## config.mk

```make
export PLATFORM = sky130hd
export DESIGN_NAME = timer_x_event_oneshot_measure
export DESIGN_NICKNAME = d
export VERILOG_FILES = /design/src/pkg/timer_x_pkg.sv /design/src/verilog/timer_x_channel.sv /design/src/verilog/timer_x_event_oneshot_measure.sv
export SDC_FILE = /design/constraint.sdc
export NUM_CORES = 1
export LEC_CHECK = 0
export BUFFER_PORTS_ARGS = -buffer_cell sky130_fd_sc_hd__buf_4
export CAP_MARGIN = 20
export CORE_MARGIN = 2
export CORE_UTILIZATION = 25
export CTS_CLUSTER_SIZE = 20
export DETAILED_ROUTE_END_ITERATION = 6
export HOLD_SLACK_MARGIN = 0.03
export SETUP_SLACK_MARGIN = 0.3
export SLEW_MARGIN = 25
export SYNTH_ARGS = -nofsm -noshare
export SYNTH_HDL_FRONTEND = slang
export SYNTH_SLANG_ARGS = --single-unit
```

## constraint.sdc

```tcl
create_clock -name pclk -period 3.3 [get_ports pclk]
set_input_delay 0.165 -clock pclk [delete_from_list [all_inputs] [get_ports pclk]]
set_output_delay 0.165 -clock pclk [all_outputs]
set_load 0.02 [all_outputs]
```

## src/pkg/timer_x_pkg.sv

```systemverilog
/*
  constants for the three-channel timer x block: register map, mode field
  layout, reset values and the clock divider counts.
  assumes an apb master running on pclk with 32-bit data.
*/
package timer_x_pkg;

  // =====================================================================
  // geometry
  localparam int NUM_CH = 3;
  localparam int CNT_W  = 16;

  // =====================================================================
  // register map, one word per register
  localparam logic [7:0] OFS_TIMER0 = 8'h00;
  localparam logic [7:0] OFS_TIMER1 = 8'h04;
  localparam logic [7:0] OFS_TIMER2 = 8'h08;
  localparam logic [7:0] OFS_MODE0  = 8'h10;
  localparam logic [7:0] OFS_MODE1  = 8'h14;
  localparam logic [7:0] OFS_MODE2  = 8'h18;
  localparam logic [7:0] OFS_START  = 8'h20; // bit i count start, channel i
  localparam logic [7:0] OFS_OSHOT  = 8'h24; // bit i one-shot start, write only
  localparam logic [7:0] OFS_STATUS = 8'h28; // [2:0] ovf flags, [6:4] irq, [10:8] pin

  // =====================================================================
  // mode register fields
  localparam int MD_MODE_LSB = 0;  // 2 bits
  localparam int MD_EDGE     = 2;  // 1 = falling edge active
  localparam int MD_PULSE    = 3;  // pulse output enable
  localparam int MD_FREERUN  = 4;  // event mode free run
  localparam int MD_WIDTH    = 5;  // 1 = width measurement
  localparam int MD_SRC_LSB  = 6;  // 2 bits: count clock or event source
  localparam int MD_OVF      = 8;  // read-only overflow flag position
  localparam int MD_W        = 8;
  localparam logic [MD_W-1:0]  MODE_RST  = 8'h00;
  localparam logic [CNT_W-1:0] TIMER_RST = 16'hFFFF;

  // =====================================================================
  // channel modes and event sources
  localparam logic [1:0] MODE_TIMER = 2'h0; // handled elsewhere, counter idles
  localparam logic [1:0] MODE_EVENT = 2'h1;
  localparam logic [1:0] MODE_OSHOT = 2'h2;
  localparam logic [1:0] MODE_MEAS  = 2'h3;
  localparam logic [1:0] SRC_PIN    = 2'h0;
  localparam logic [1:0] SRC_TB     = 2'h1;
  localparam logic [1:0] SRC_TA     = 2'h2;
  localparam logic [1:0] SRC_TX     = 2'h3;

  // =====================================================================
  // prescaler counts
  localparam int DIV_EIGHT      = 8;
  localparam int DIV_THIRTY_TWO = 32;

endpackage : timer_x_pkg

```

## src/verilog/timer_x_channel.sv

```systemverilog
/*
  one timer x channel: counter, reload register, mode logic and pin.
  assumes ticks and overflow strobes are one-cycle pulses on pclk and the
  pin input is already synchronous to pclk.
*/
`timescale 1ns/10ps
module timer_x_channel
(
  // clock and reset
  input  wire logic                           pclk,
  input  wire logic                           presetn,
  // control from the register file
  input  wire logic [timer_x_pkg::MD_W-1:0]   mode_q,
  input  wire logic                           start,
  input  wire logic                           oshot_set,
  input  wire logic                           timer_wr,
  input  wire logic [timer_x_pkg::CNT_W-1:0]  wdata,
  input  wire logic                           mode_wr,
  // count sources
  input  wire logic [3:0]                     clk_tick,
  input  wire logic [3:0]                     ovf_src,
  // pin
  input  wire logic                           pin_in,
  output logic                                pin_out,
  output logic                                pin_oe,
  // status
  output logic [timer_x_pkg::CNT_W-1:0]       read_val,
  output logic                                irq,
  output logic                                ovf_flag,
  output logic                                underflow
);

  // =====================================================================
  // decode of the mode register
  wire [1:0] mode     = mode_q[timer_x_pkg::MD_MODE_LSB +: 2];
  wire [1:0] src      = mode_q[timer_x_pkg::MD_SRC_LSB +: 2];
  wire       is_event = mode == timer_x_pkg::MODE_EVENT;
  wire       is_oshot = mode == timer_x_pkg::MODE_OSHOT;
  wire       is_meas  = mode == timer_x_pkg::MODE_MEAS;

  logic                            pin_q;
  logic                            pin_lvl_q;
  logic [timer_x_pkg::CNT_W-1:0]   cnt_q;
  logic [timer_x_pkg::CNT_W-1:0]   reload_q;
  logic                            run_q;
  logic                            first_q;
  logic                            irq_q;
  logic                            ovf_q;

  // active edge chosen by software; falling when the edge bit is set
  wire rise     = pin_in & ~pin_q;
  wire fall     = ~pin_in & pin_q;
  wire pin_edge = mode_q[timer_x_pkg::MD_EDGE] ? fall : rise;
  // width measurement sees both edges, one pulse from start to end
  wire meas_edge = mode_q[timer_x_pkg::MD_WIDTH] ? (rise | fall) : pin_edge;
  // a pin driven as pulse output must not feed back as its own count or trigger
  wire pin_ok   = ~mode_q[timer_x_pkg::MD_PULSE];
  wire ext_evt  = (src == timer_x_pkg::SRC_PIN) ? (pin_edge & pin_ok) : ovf_src[src];
  wire clk_evt  = clk_tick[src];

  // =====================================================================
  // per-mode step decode
  wire ev_step   = is_event & start & ext_evt;
  wire zero      = cnt_q == '0;
  wire ev_under  = ev_step & zero;
  wire os_trig   = is_oshot & start & (oshot_set | ext_evt);
  wire os_step   = is_oshot & start & run_q & clk_evt;
  wire os_zero   = os_step & (cnt_q == 16'h0001);
  wire ms_step   = is_meas & start & clk_evt;
  wire ms_ovf    = ms_step & (cnt_q == 16'hFFFF);
  wire ms_cap    = is_meas & start & meas_edge;
  // measurement mode refuses timer writes
  wire wr_ok     = timer_wr & ~is_meas;
  wire counting  = start & (~is_oshot | run_q);

  // =====================================================================
  // pin edge history and pulse-output level
  always_ff @(posedge pclk or negedge presetn)
  begin
    if (!presetn)
    begin
      pin_q     <= 1'b0;
      pin_lvl_q <= 1'b0;
    end
    else
    begin
      pin_q <= pin_in;
      if (ev_under & mode_q[timer_x_pkg::MD_PULSE])
        pin_lvl_q <= ~pin_lvl_q;
      else if (os_trig & mode_q[timer_x_pkg::MD_PULSE])
        pin_lvl_q <= 1'b1;
      else if (os_zero & mode_q[timer_x_pkg::MD_PULSE])
        pin_lvl_q <= 1'b0;
    end
  end

  // =====================================================================
  // counter and reload register
  always_ff @(posedge pclk or negedge presetn)
  begin
    if (!presetn)
    begin
      cnt_q    <= timer_x_pkg::TIMER_RST;
      reload_q <= timer_x_pkg::TIMER_RST;
    end
    else
    begin
      if (wr_ok)
        reload_q <= wdata;
      else if (ms_cap)
        reload_q <= ms_step ? cnt_q + 16'h0001 : cnt_q;
      if (wr_ok & ~counting)
        cnt_q <= wdata;
      else if (ms_cap)
        cnt_q <= '0;
      else if (ms_step)
        cnt_q <= cnt_q + 16'h0001;
      else if (ev_under & ~mode_q[timer_x_pkg::MD_FREERUN])
        cnt_q <= reload_q;
      else if (ev_step)
        cnt_q <= cnt_q - 16'h0001;
      else if (os_trig)
        cnt_q <= reload_q;
      else if (os_zero)
        cnt_q <= reload_q;
      else if (os_step)
        cnt_q <= cnt_q - 16'h0001;
    end
  end

  // =====================================================================
  // run state, first-edge mask, request and overflow flag
  always_ff @(posedge pclk or negedge presetn)
  begin
    if (!presetn)
    begin
      run_q   <= 1'b0;
      first_q <= 1'b1;
      irq_q   <= 1'b0;
      ovf_q   <= 1'b0;
    end
    else
    begin
      if (!start | !is_oshot)
        run_q <= 1'b0;
      else if (os_trig)
        run_q <= 1'b1;
      else if (os_zero)
        run_q <= 1'b0;
      if (!start)
        first_q <= 1'b1;
      else if (ms_cap)
        first_q <= 1'b0;
      irq_q <= ev_under | os_zero | ms_ovf | (ms_cap & ~first_q);
      if (ms_ovf)
        ovf_q <= 1'b1;
      else if (mode_wr & start)
        ovf_q <= 1'b0;
    end
  end

  // =====================================================================
  // outputs; the pin is a driven output only with pulse output selected
  always_ff @(posedge pclk or negedge presetn)
  begin
    if (!presetn)
    begin
      pin_out   <= 1'b0;
      pin_oe    <= 1'b0;
      read_val  <= '0;
      underflow <= 1'b0;
    end
    else
    begin
      pin_out   <= pin_lvl_q;
      pin_oe    <= mode_q[timer_x_pkg::MD_PULSE] & (is_event | is_oshot);
      read_val  <= is_meas ? reload_q : (is_event ? cnt_q : 16'h0000);
      underflow <= ev_under | os_zero;
    end
  end

  assign irq      = irq_q;
  assign ovf_flag = ovf_q;

  AST_EV_IRQ: assert property (@(posedge pclk) disable iff (!presetn)
    ev_under |=> irq_q) else $error("event underflow gave no request");
  AST_EV_RELOAD: assert property (@(posedge pclk) disable iff (!presetn)
    ev_under && !wr_ok && !mode_q[timer_x_pkg::MD_FREERUN] |=> cnt_q == $past(reload_q))
    else $error("event underflow did not reload");
  AST_FREERUN: assert property (@(posedge pclk) disable iff (!presetn)
    ev_under && !wr_ok && mode_q[timer_x_pkg::MD_FREERUN] |=> cnt_q == 16'hFFFF)
    else $error("free run did not wrap");
  AST_STOP_HOLD: assert property (@(posedge pclk) disable iff (!presetn)
    !start && !timer_wr |=> cnt_q == $past(cnt_q)) else $error("counter moved while stopped");
  AST_OS_END: assert property (@(posedge pclk) disable iff (!presetn)
    os_zero && !os_trig |=> !run_q && irq_q) else $error("one-shot did not stop");
  AST_MEAS_CAP: assert property (@(posedge pclk) disable iff (!presetn)
    ms_cap |=> cnt_q == 16'h0000 && reload_q == $past(cnt_q) + {15'h0, $past(ms_step)})
    else $error("capture failed");
  AST_FIRST_EDGE: assert property (@(posedge pclk) disable iff (!presetn)
    ms_cap && first_q && !ms_ovf |=> !irq_q) else $error("first edge raised a request");
  AST_OVF_FLAG: assert property (@(posedge pclk) disable iff (!presetn)
    ms_ovf |=> ovf_q && irq_q) else $error("overflow flag not set");
  AST_MEAS_NOWR: assert property (@(posedge pclk) disable iff (!presetn)
    is_meas && timer_wr && !ms_cap |=> reload_q == $past(reload_q))
    else $error("measurement accepted a write");

endmodule : timer_x_channel

```

## src/verilog/timer_x_event_oneshot_measure.sv

```systemverilog
/*
  apb-attached block of three timer x channels with shared prescaler.
  assumes an apb master on pclk, synchronous pin inputs and one-cycle
  overflow strobes from the neighbouring timers.
*/
`timescale 1ns/10ps
module timer_x_event_oneshot_measure
(
  // apb slave
  input  wire logic         pclk,
  input  wire logic         presetn,
  input  wire logic         psel,
  input  wire logic         penable,
  input  wire logic         pwrite,
  input  wire logic [7:0]   paddr,
  input  wire logic [31:0]  pwdata,
  output logic              pready,
  output logic              pslverr,
  output logic [31:0]       prdata,
  // neighbouring timer overflow strobes
  input  wire logic         second_b_timer_overflow,
  input  wire logic         first_a_timer_overflow,
  // sub clock divided by thirty-two, one-cycle tick on pclk
  input  wire logic         sub_clock_div_thirty_two,
  // channel pins
  input  wire logic [2:0]   channel_io_pin_in,
  output logic [2:0]        channel_io_pin_out,
  output logic [2:0]        channel_io_pin_oe,
  // per-channel interrupt requests
  output logic [2:0]        irq
);

  // =====================================================================
  // apb decode; zero wait states, unmapped addresses answer with an error
  wire       access   = psel & penable;
  wire       wr       = access & pwrite;
  wire [7:0] a        = paddr;
  wire       hit_tmr  = a == timer_x_pkg::OFS_TIMER0 || a == timer_x_pkg::OFS_TIMER1 ||
                        a == timer_x_pkg::OFS_TIMER2;
  wire       hit_mode = a == timer_x_pkg::OFS_MODE0 || a == timer_x_pkg::OFS_MODE1 ||
                        a == timer_x_pkg::OFS_MODE2;
  wire       hit_misc = a == timer_x_pkg::OFS_START || a == timer_x_pkg::OFS_OSHOT ||
                        a == timer_x_pkg::OFS_STATUS;
  wire [1:0] idx      = a[3:2];
  wire       mapped   = (hit_tmr | hit_mode) ? (idx != 2'h3) : hit_misc;

  logic [timer_x_pkg::MD_W-1:0]  mode_q [timer_x_pkg::NUM_CH];
  logic [2:0]                    start_q;
  logic [4:0]                    div_q;
  logic [2:0]                    tick_q;
  logic [15:0]                   rval [timer_x_pkg::NUM_CH];
  logic [2:0]                    irq_w;
  logic [2:0]                    ovf_w;
  logic [2:0]                    under_w;
  logic [2:0]                    pin_o_w;
  logic [2:0]                    pin_e_w;
  logic [31:0]                   rd_d;

  // =====================================================================
  // prescaler: ticks for undivided, /8 and /32; the sub clock tick comes in on its own port
  always_ff @(posedge pclk or negedge presetn)
  begin
    if (!presetn)
    begin
      div_q  <= 5'h00;
      tick_q <= 3'h0;
    end
    else
    begin
      div_q  <= div_q + 5'h01;
      tick_q <= {div_q == 5'(timer_x_pkg::DIV_THIRTY_TWO - 1),
                 div_q[2:0] == 3'(timer_x_pkg::DIV_EIGHT - 1), 1'b1};
    end
  end
  wire main_clock_undivided     = tick_q[0];
  wire main_clock_div_eight     = tick_q[1];
  wire main_clock_div_thirty_two = tick_q[2];

  // =====================================================================
  // control registers written by software
  always_ff @(posedge pclk or negedge presetn)
  begin
    if (!presetn)
    begin
      for (int i = 0; i < timer_x_pkg::NUM_CH; i++)
        mode_q[i] <= timer_x_pkg::MODE_RST;
      start_q <= 3'h0;
    end
    else if (wr && hit_mode && idx != 2'h3)
      mode_q[idx] <= pwdata[timer_x_pkg::MD_W-1:0];
    else if (wr && a == timer_x_pkg::OFS_START)
      start_q <= pwdata[2:0];
  end

  // =====================================================================
  // three identical channels
  genvar g;
  generate
    for (g = 0; g < timer_x_pkg::NUM_CH; g++)
    begin : gen_ch
      // sibling overflow is the next channel's underflow
      wire sibling_x_channel_overflow = under_w[(g + 1) % timer_x_pkg::NUM_CH];
      timer_x_channel u_ch
      (
        .pclk      (pclk),
        .presetn   (presetn),
        .mode_q    (mode_q[g]),
        .start     (start_q[g]),
        .oshot_set (wr && a == timer_x_pkg::OFS_OSHOT && pwdata[g]),
        .timer_wr  (wr && hit_tmr && idx == 2'(g)),
        .wdata     (pwdata[15:0]),
        .mode_wr   (wr && hit_mode && idx == 2'(g)),
        .clk_tick  ({sub_clock_div_thirty_two, main_clock_div_thirty_two,
                     main_clock_div_eight, main_clock_undivided}),
        .ovf_src   ({sibling_x_channel_overflow, first_a_timer_overflow,
                     second_b_timer_overflow, 1'b0}),
        .pin_in    (channel_io_pin_in[g]),
        .pin_out   (pin_o_w[g]),
        .pin_oe    (pin_e_w[g]),
        .read_val  (rval[g]),
        .irq       (irq_w[g]),
        .ovf_flag  (ovf_w[g]),
        .underflow (under_w[g])
      );
    end
  endgenerate

  // =====================================================================
  // read mux
  always_comb
  begin
    rd_d = 32'h0000_0000;
    if (hit_tmr && idx != 2'h3)
      rd_d = {16'h0000, rval[idx]};
    else if (hit_mode && idx != 2'h3)
      rd_d = {23'h0, ovf_w[idx], mode_q[idx]};
    else if (a == timer_x_pkg::OFS_START)
      rd_d = {29'h0, start_q};
    else if (a == timer_x_pkg::OFS_STATUS)
      rd_d = {21'h0, channel_io_pin_in, 1'b0, irq_w, 1'b0, ovf_w};
  end

  // =====================================================================
  // registered outputs
  always_ff @(posedge pclk or negedge presetn)
  begin
    if (!presetn)
    begin
      pready  <= 1'b0;
      pslverr <= 1'b0;
      prdata  <= 32'h0000_0000;
      irq     <= 3'h0;
      channel_io_pin_out <= 3'h0;
      channel_io_pin_oe  <= 3'h0;
    end
    else
    begin
      // answer in the cycle after setup; pready held one cycle only
      pready  <= psel & ~penable;
      pslverr <= psel & ~penable & ~mapped;
      prdata  <= (psel & ~penable & ~pwrite) ? rd_d : 32'h0000_0000;
      irq     <= irq_w;
      channel_io_pin_out <= pin_o_w;
      channel_io_pin_oe  <= pin_e_w;
    end
  end

endmodule : timer_x_event_oneshot_measure
```

==> results.md <==
- Outcome: completed
- Max frequency: ~0.35 GHz
- Total die area: 60100 um2
- Final Max Slew Viols: 0
- GPL Wtd Cong: 0.954
- Core area: 57600 um2
- Crit path max fanout: 9
- Final Power: 8.33 mW
- Seq. cell area: 5950 um2
- Initial antenna violation count: 3
- Remaining DRCs: 0
- Clock Skews: 0.00934 ns
- Multi-input logic area: just under 8000 um2
- Root Driver: clkbuf_16
- Die W: ~250 um
- Hold_sp: penable
- Share of cells above drive strength 1: 20.1%
- Via count: 13.2k
- Number of I/O pins: 94
- H-tree levels: 1
- Final hold violations: 0
- CTS Buf Count: 28
- Post-Route Setup TNS: 0 ns
- DR WL/cell: roughly 22 um
- CP Launch Type: flop
- Register-to-register setup slack: 0.40 ns
- Worst r2r dst: gen_ch[0].u_ch.cnt_q[7]
- Crit path DAT: 3.36 ns
- Initial Utilization: 25.2%
- Clock Pin Slew Worst Setup and Hold Paths: 0.06 ns
- Setup Viol. Count Final: 0
- Switching Power: 2.50 mW
- PortBufs: slightly above 60
- Die extent in y: 245 um
- Min Clock Period, post-route: between 2 and 3 ns
- Netlist cell types: 86
- Max Cap Viol: 0
- Post-synthesis sequential area ratio: 41.0%
- Syn Inst Count: 1626
- Layout Area Growth over Synthesis: 17.8%
- Internal: 5.83 mW
- FF+latch count, synth: 233
- FF-to-FF Start: gen_ch[0].u_ch.cnt_q[0]
- DR vias/cell: about 5.4
- Synth top area share: a little under a quarter
- R2r worst-path depth: 9
- Comb power frac: between 10% and 20%
- Num rows: ~90
- Total GRT Usage: about 17%
- CTS sink cnt: 233
- Pleak: 6.73 nW
- TritonCTS clock tree: yes
- Slew headroom: 37.9%
- Hold Crit Depth: 3
- Largest net degree at the start of global routing: 109
- Worst-Skew Late Latency: 0.57 ns
- Worst slew pin tran: 0.932 ns
- Post-synth top cells: nand2_1, o21ai_0, dfrtp_1, nor2_1, clkbuf_1
- Overflow after GRT: 0
- Vias in the first global route: 12.9k
- Power per cell area: about 490 nW/um2
- EDFF count, synth: 0
- Tcrit/Tclk final: 87.7%
- Post-synthesis average cell area: 8.94 um2
- Synth Flop Type: dfrtp_1
- Detailed Place HPWL: 37900 um
- Max clock buf depth: 3
- Most common cell in the synthesized netlist: nand2_1
- YS warnings: 0
- First-pass GRT wire length: about 80000 um
- FFs w/ async S/R, synth: between 90% and 100%
- DRT iter0 DRCs: ~1.4k
- Setup crit end kind: flop
- Synthesized area: approximately 15000 um2
- RSZ-0062 raised after global routing: true
- DRT Pass-1 Iters: 5
- Worst VDD drop: 319 uV
- Nets: 1746
- Sequential power share: 43.0%
- Worst path required time: 3.77 ns
- Switching part of the total: 30.0%
- Total Wirelength: 53000 um
- Fill cells: approximately 6.0k
- Antenna Nets Post-Route: 0
- Synth area leaders: dfrtp_1, dfstp_2, nand2_1
- Setup CP Type: reg -> reg
- Clock share of power: between 40% and 50%
- Post-synth top area cell: dfrtp_1
- Hold crit path type: in -> reg
- Hold EP: pslverr
[logic make-up (layout without fill, tap and decap cells)]
family	Yosys count	in the layout	share of synthesized area, %
AOI/OAI and AO/OA	443	443	21.1
buffers and inverters	189	238	5.59
DFF	233	233	41.0
xor gates and xnor gates	87	87	5.24
muxes	68	68	5.18
other	2	19	0.0517
adders and majority gates	27	27	2.32
and+or+nand+nor	577	577	19.6
[worst max-delay path, cell delays in order (launching register included)]
cell and delay, ns:
dfstp_2 0.63, ha_1 0.17, or4b_1 0.48, nor4_2 0.28, nand3_1 0.25, o21ai_2 0.12
buf_4 0.18, mux2_2 0.33, a32oi_1 0.21, nand3_1 0.14
[through the flow]
stage,instance area (um2),setup WS [ns],hold WS (ns),util (%),cells
after floorplan,14600,0.666,-0.131,-,1641
after global placement,15800,0.263,0.277,27.5,2379
after detailed placement,15800,0.392,0.293,27.5,2379
after CTS,17100,0.329,0.0360,29.7,2455
after global routing,17100,0.279,0.0946,29.7,2456
final,17100,0.405,0.0775,29.7,2457
[cells in the final DEF (no fill, tap or decap), types with 35 or more instances in the layout]
| cell type | Yosys | routed |
|---|---|---|
| dfrtp_1 | 134 | 134 |
| buf_4 | 19 | 119 |
| a21oi_1 | 46 | 46 |
| nor3_1 | 41 | 41 |
| a22oi_1 | 63 | 63 |
| inv_1 | 40 | 40 |
| nand2_1 | 208 | 208 |
| nand3_1 | 47 | 47 |
| o21ai_0 | 141 | 140 |
| xnor2_1 | 52 | 52 |
| xor2_1 | 35 | 35 |
| dfstp_2 | 99 | 99 |
| nor2_1 | 112 | 110 |
| mux2i_1 | 40 | 40 |
[layout make-up]
type	count	share of cell area (%)
antenna	2	0.0292
clock inverter	17	1.33
tap	765	5.59
clock buffer	35	4.49
timing repair buffer	146	6.94
sequential	233	34.8
multi-input combinational	1219	46.0
inverter	40	0.877
[routing by layer]
metal  wire length (um)  share of wire [%]  vias up  GRT usage [%]
met2              23700                 45      569           26.8
met4               1820                3.4        2           6.29
met5                 12              0.023        -              0
met3               4370                8.2       88           2.91
met1              23100                 44     6603           24.5
li1                   -                  -     5945              -
[power groups by stage]
stage	Clock (mW)	Combinational [mW]	Sequential (mW)
CTS	3.42	1.38	3.57
global route	3.52	1.53	3.62
detailed placement	0	1.34	3.61
global placement	0	1.33	3.61
finish	3.37	1.39	3.58
floorplan	0	1.10	3.35
[how the worst max path moves through the flow]
stage | end | depth (start not counted) | slack, ns | start
after floorplan | gen_ch[0].u_ch.cnt_q[15] | 9 | 0.67 | gen_ch[0].u_ch.cnt_q[0]
after global placement | gen_ch[2].u_ch.cnt_q[10] | 10 | 0.26 | gen_ch[2].u_ch.pin_q
after detailed placement | gen_ch[0].u_ch.cnt_q[15] | 8 | 0.39 | gen_ch[0].u_ch.cnt_q[0]
after CTS | gen_ch[0].u_ch.cnt_q[7] | 9 | 0.33 | gen_ch[0].u_ch.cnt_q[0]
after global routing | gen_ch[0].u_ch.cnt_q[5] | 9 | 0.28 | gen_ch[0].u_ch.cnt_q[0]
final | gen_ch[0].u_ch.cnt_q[7] | 9 | 0.40 | gen_ch[0].u_ch.cnt_q[0]
[what timing repair did]
item / in CTS / in global routing
endpoints found under the hold margin: 147 / 0
endpoints found under the setup margin: 0 / 19
setup buffers: 0 / 0
gates resized for setup: 0 / 7
hold buffers: 24 / 0
[flip-flops by register name, indices dropped and copies added, names as in the netlist, 5 cells and up]
signal	flops
gen_ch.u_ch.read_val	48
mode_q	24
prdata	16
div_q	5
gen_ch.u_ch.reload_q	48
gen_ch.u_ch.cnt_q	48
No activity file was read; power rests on OpenSTA's default activity.
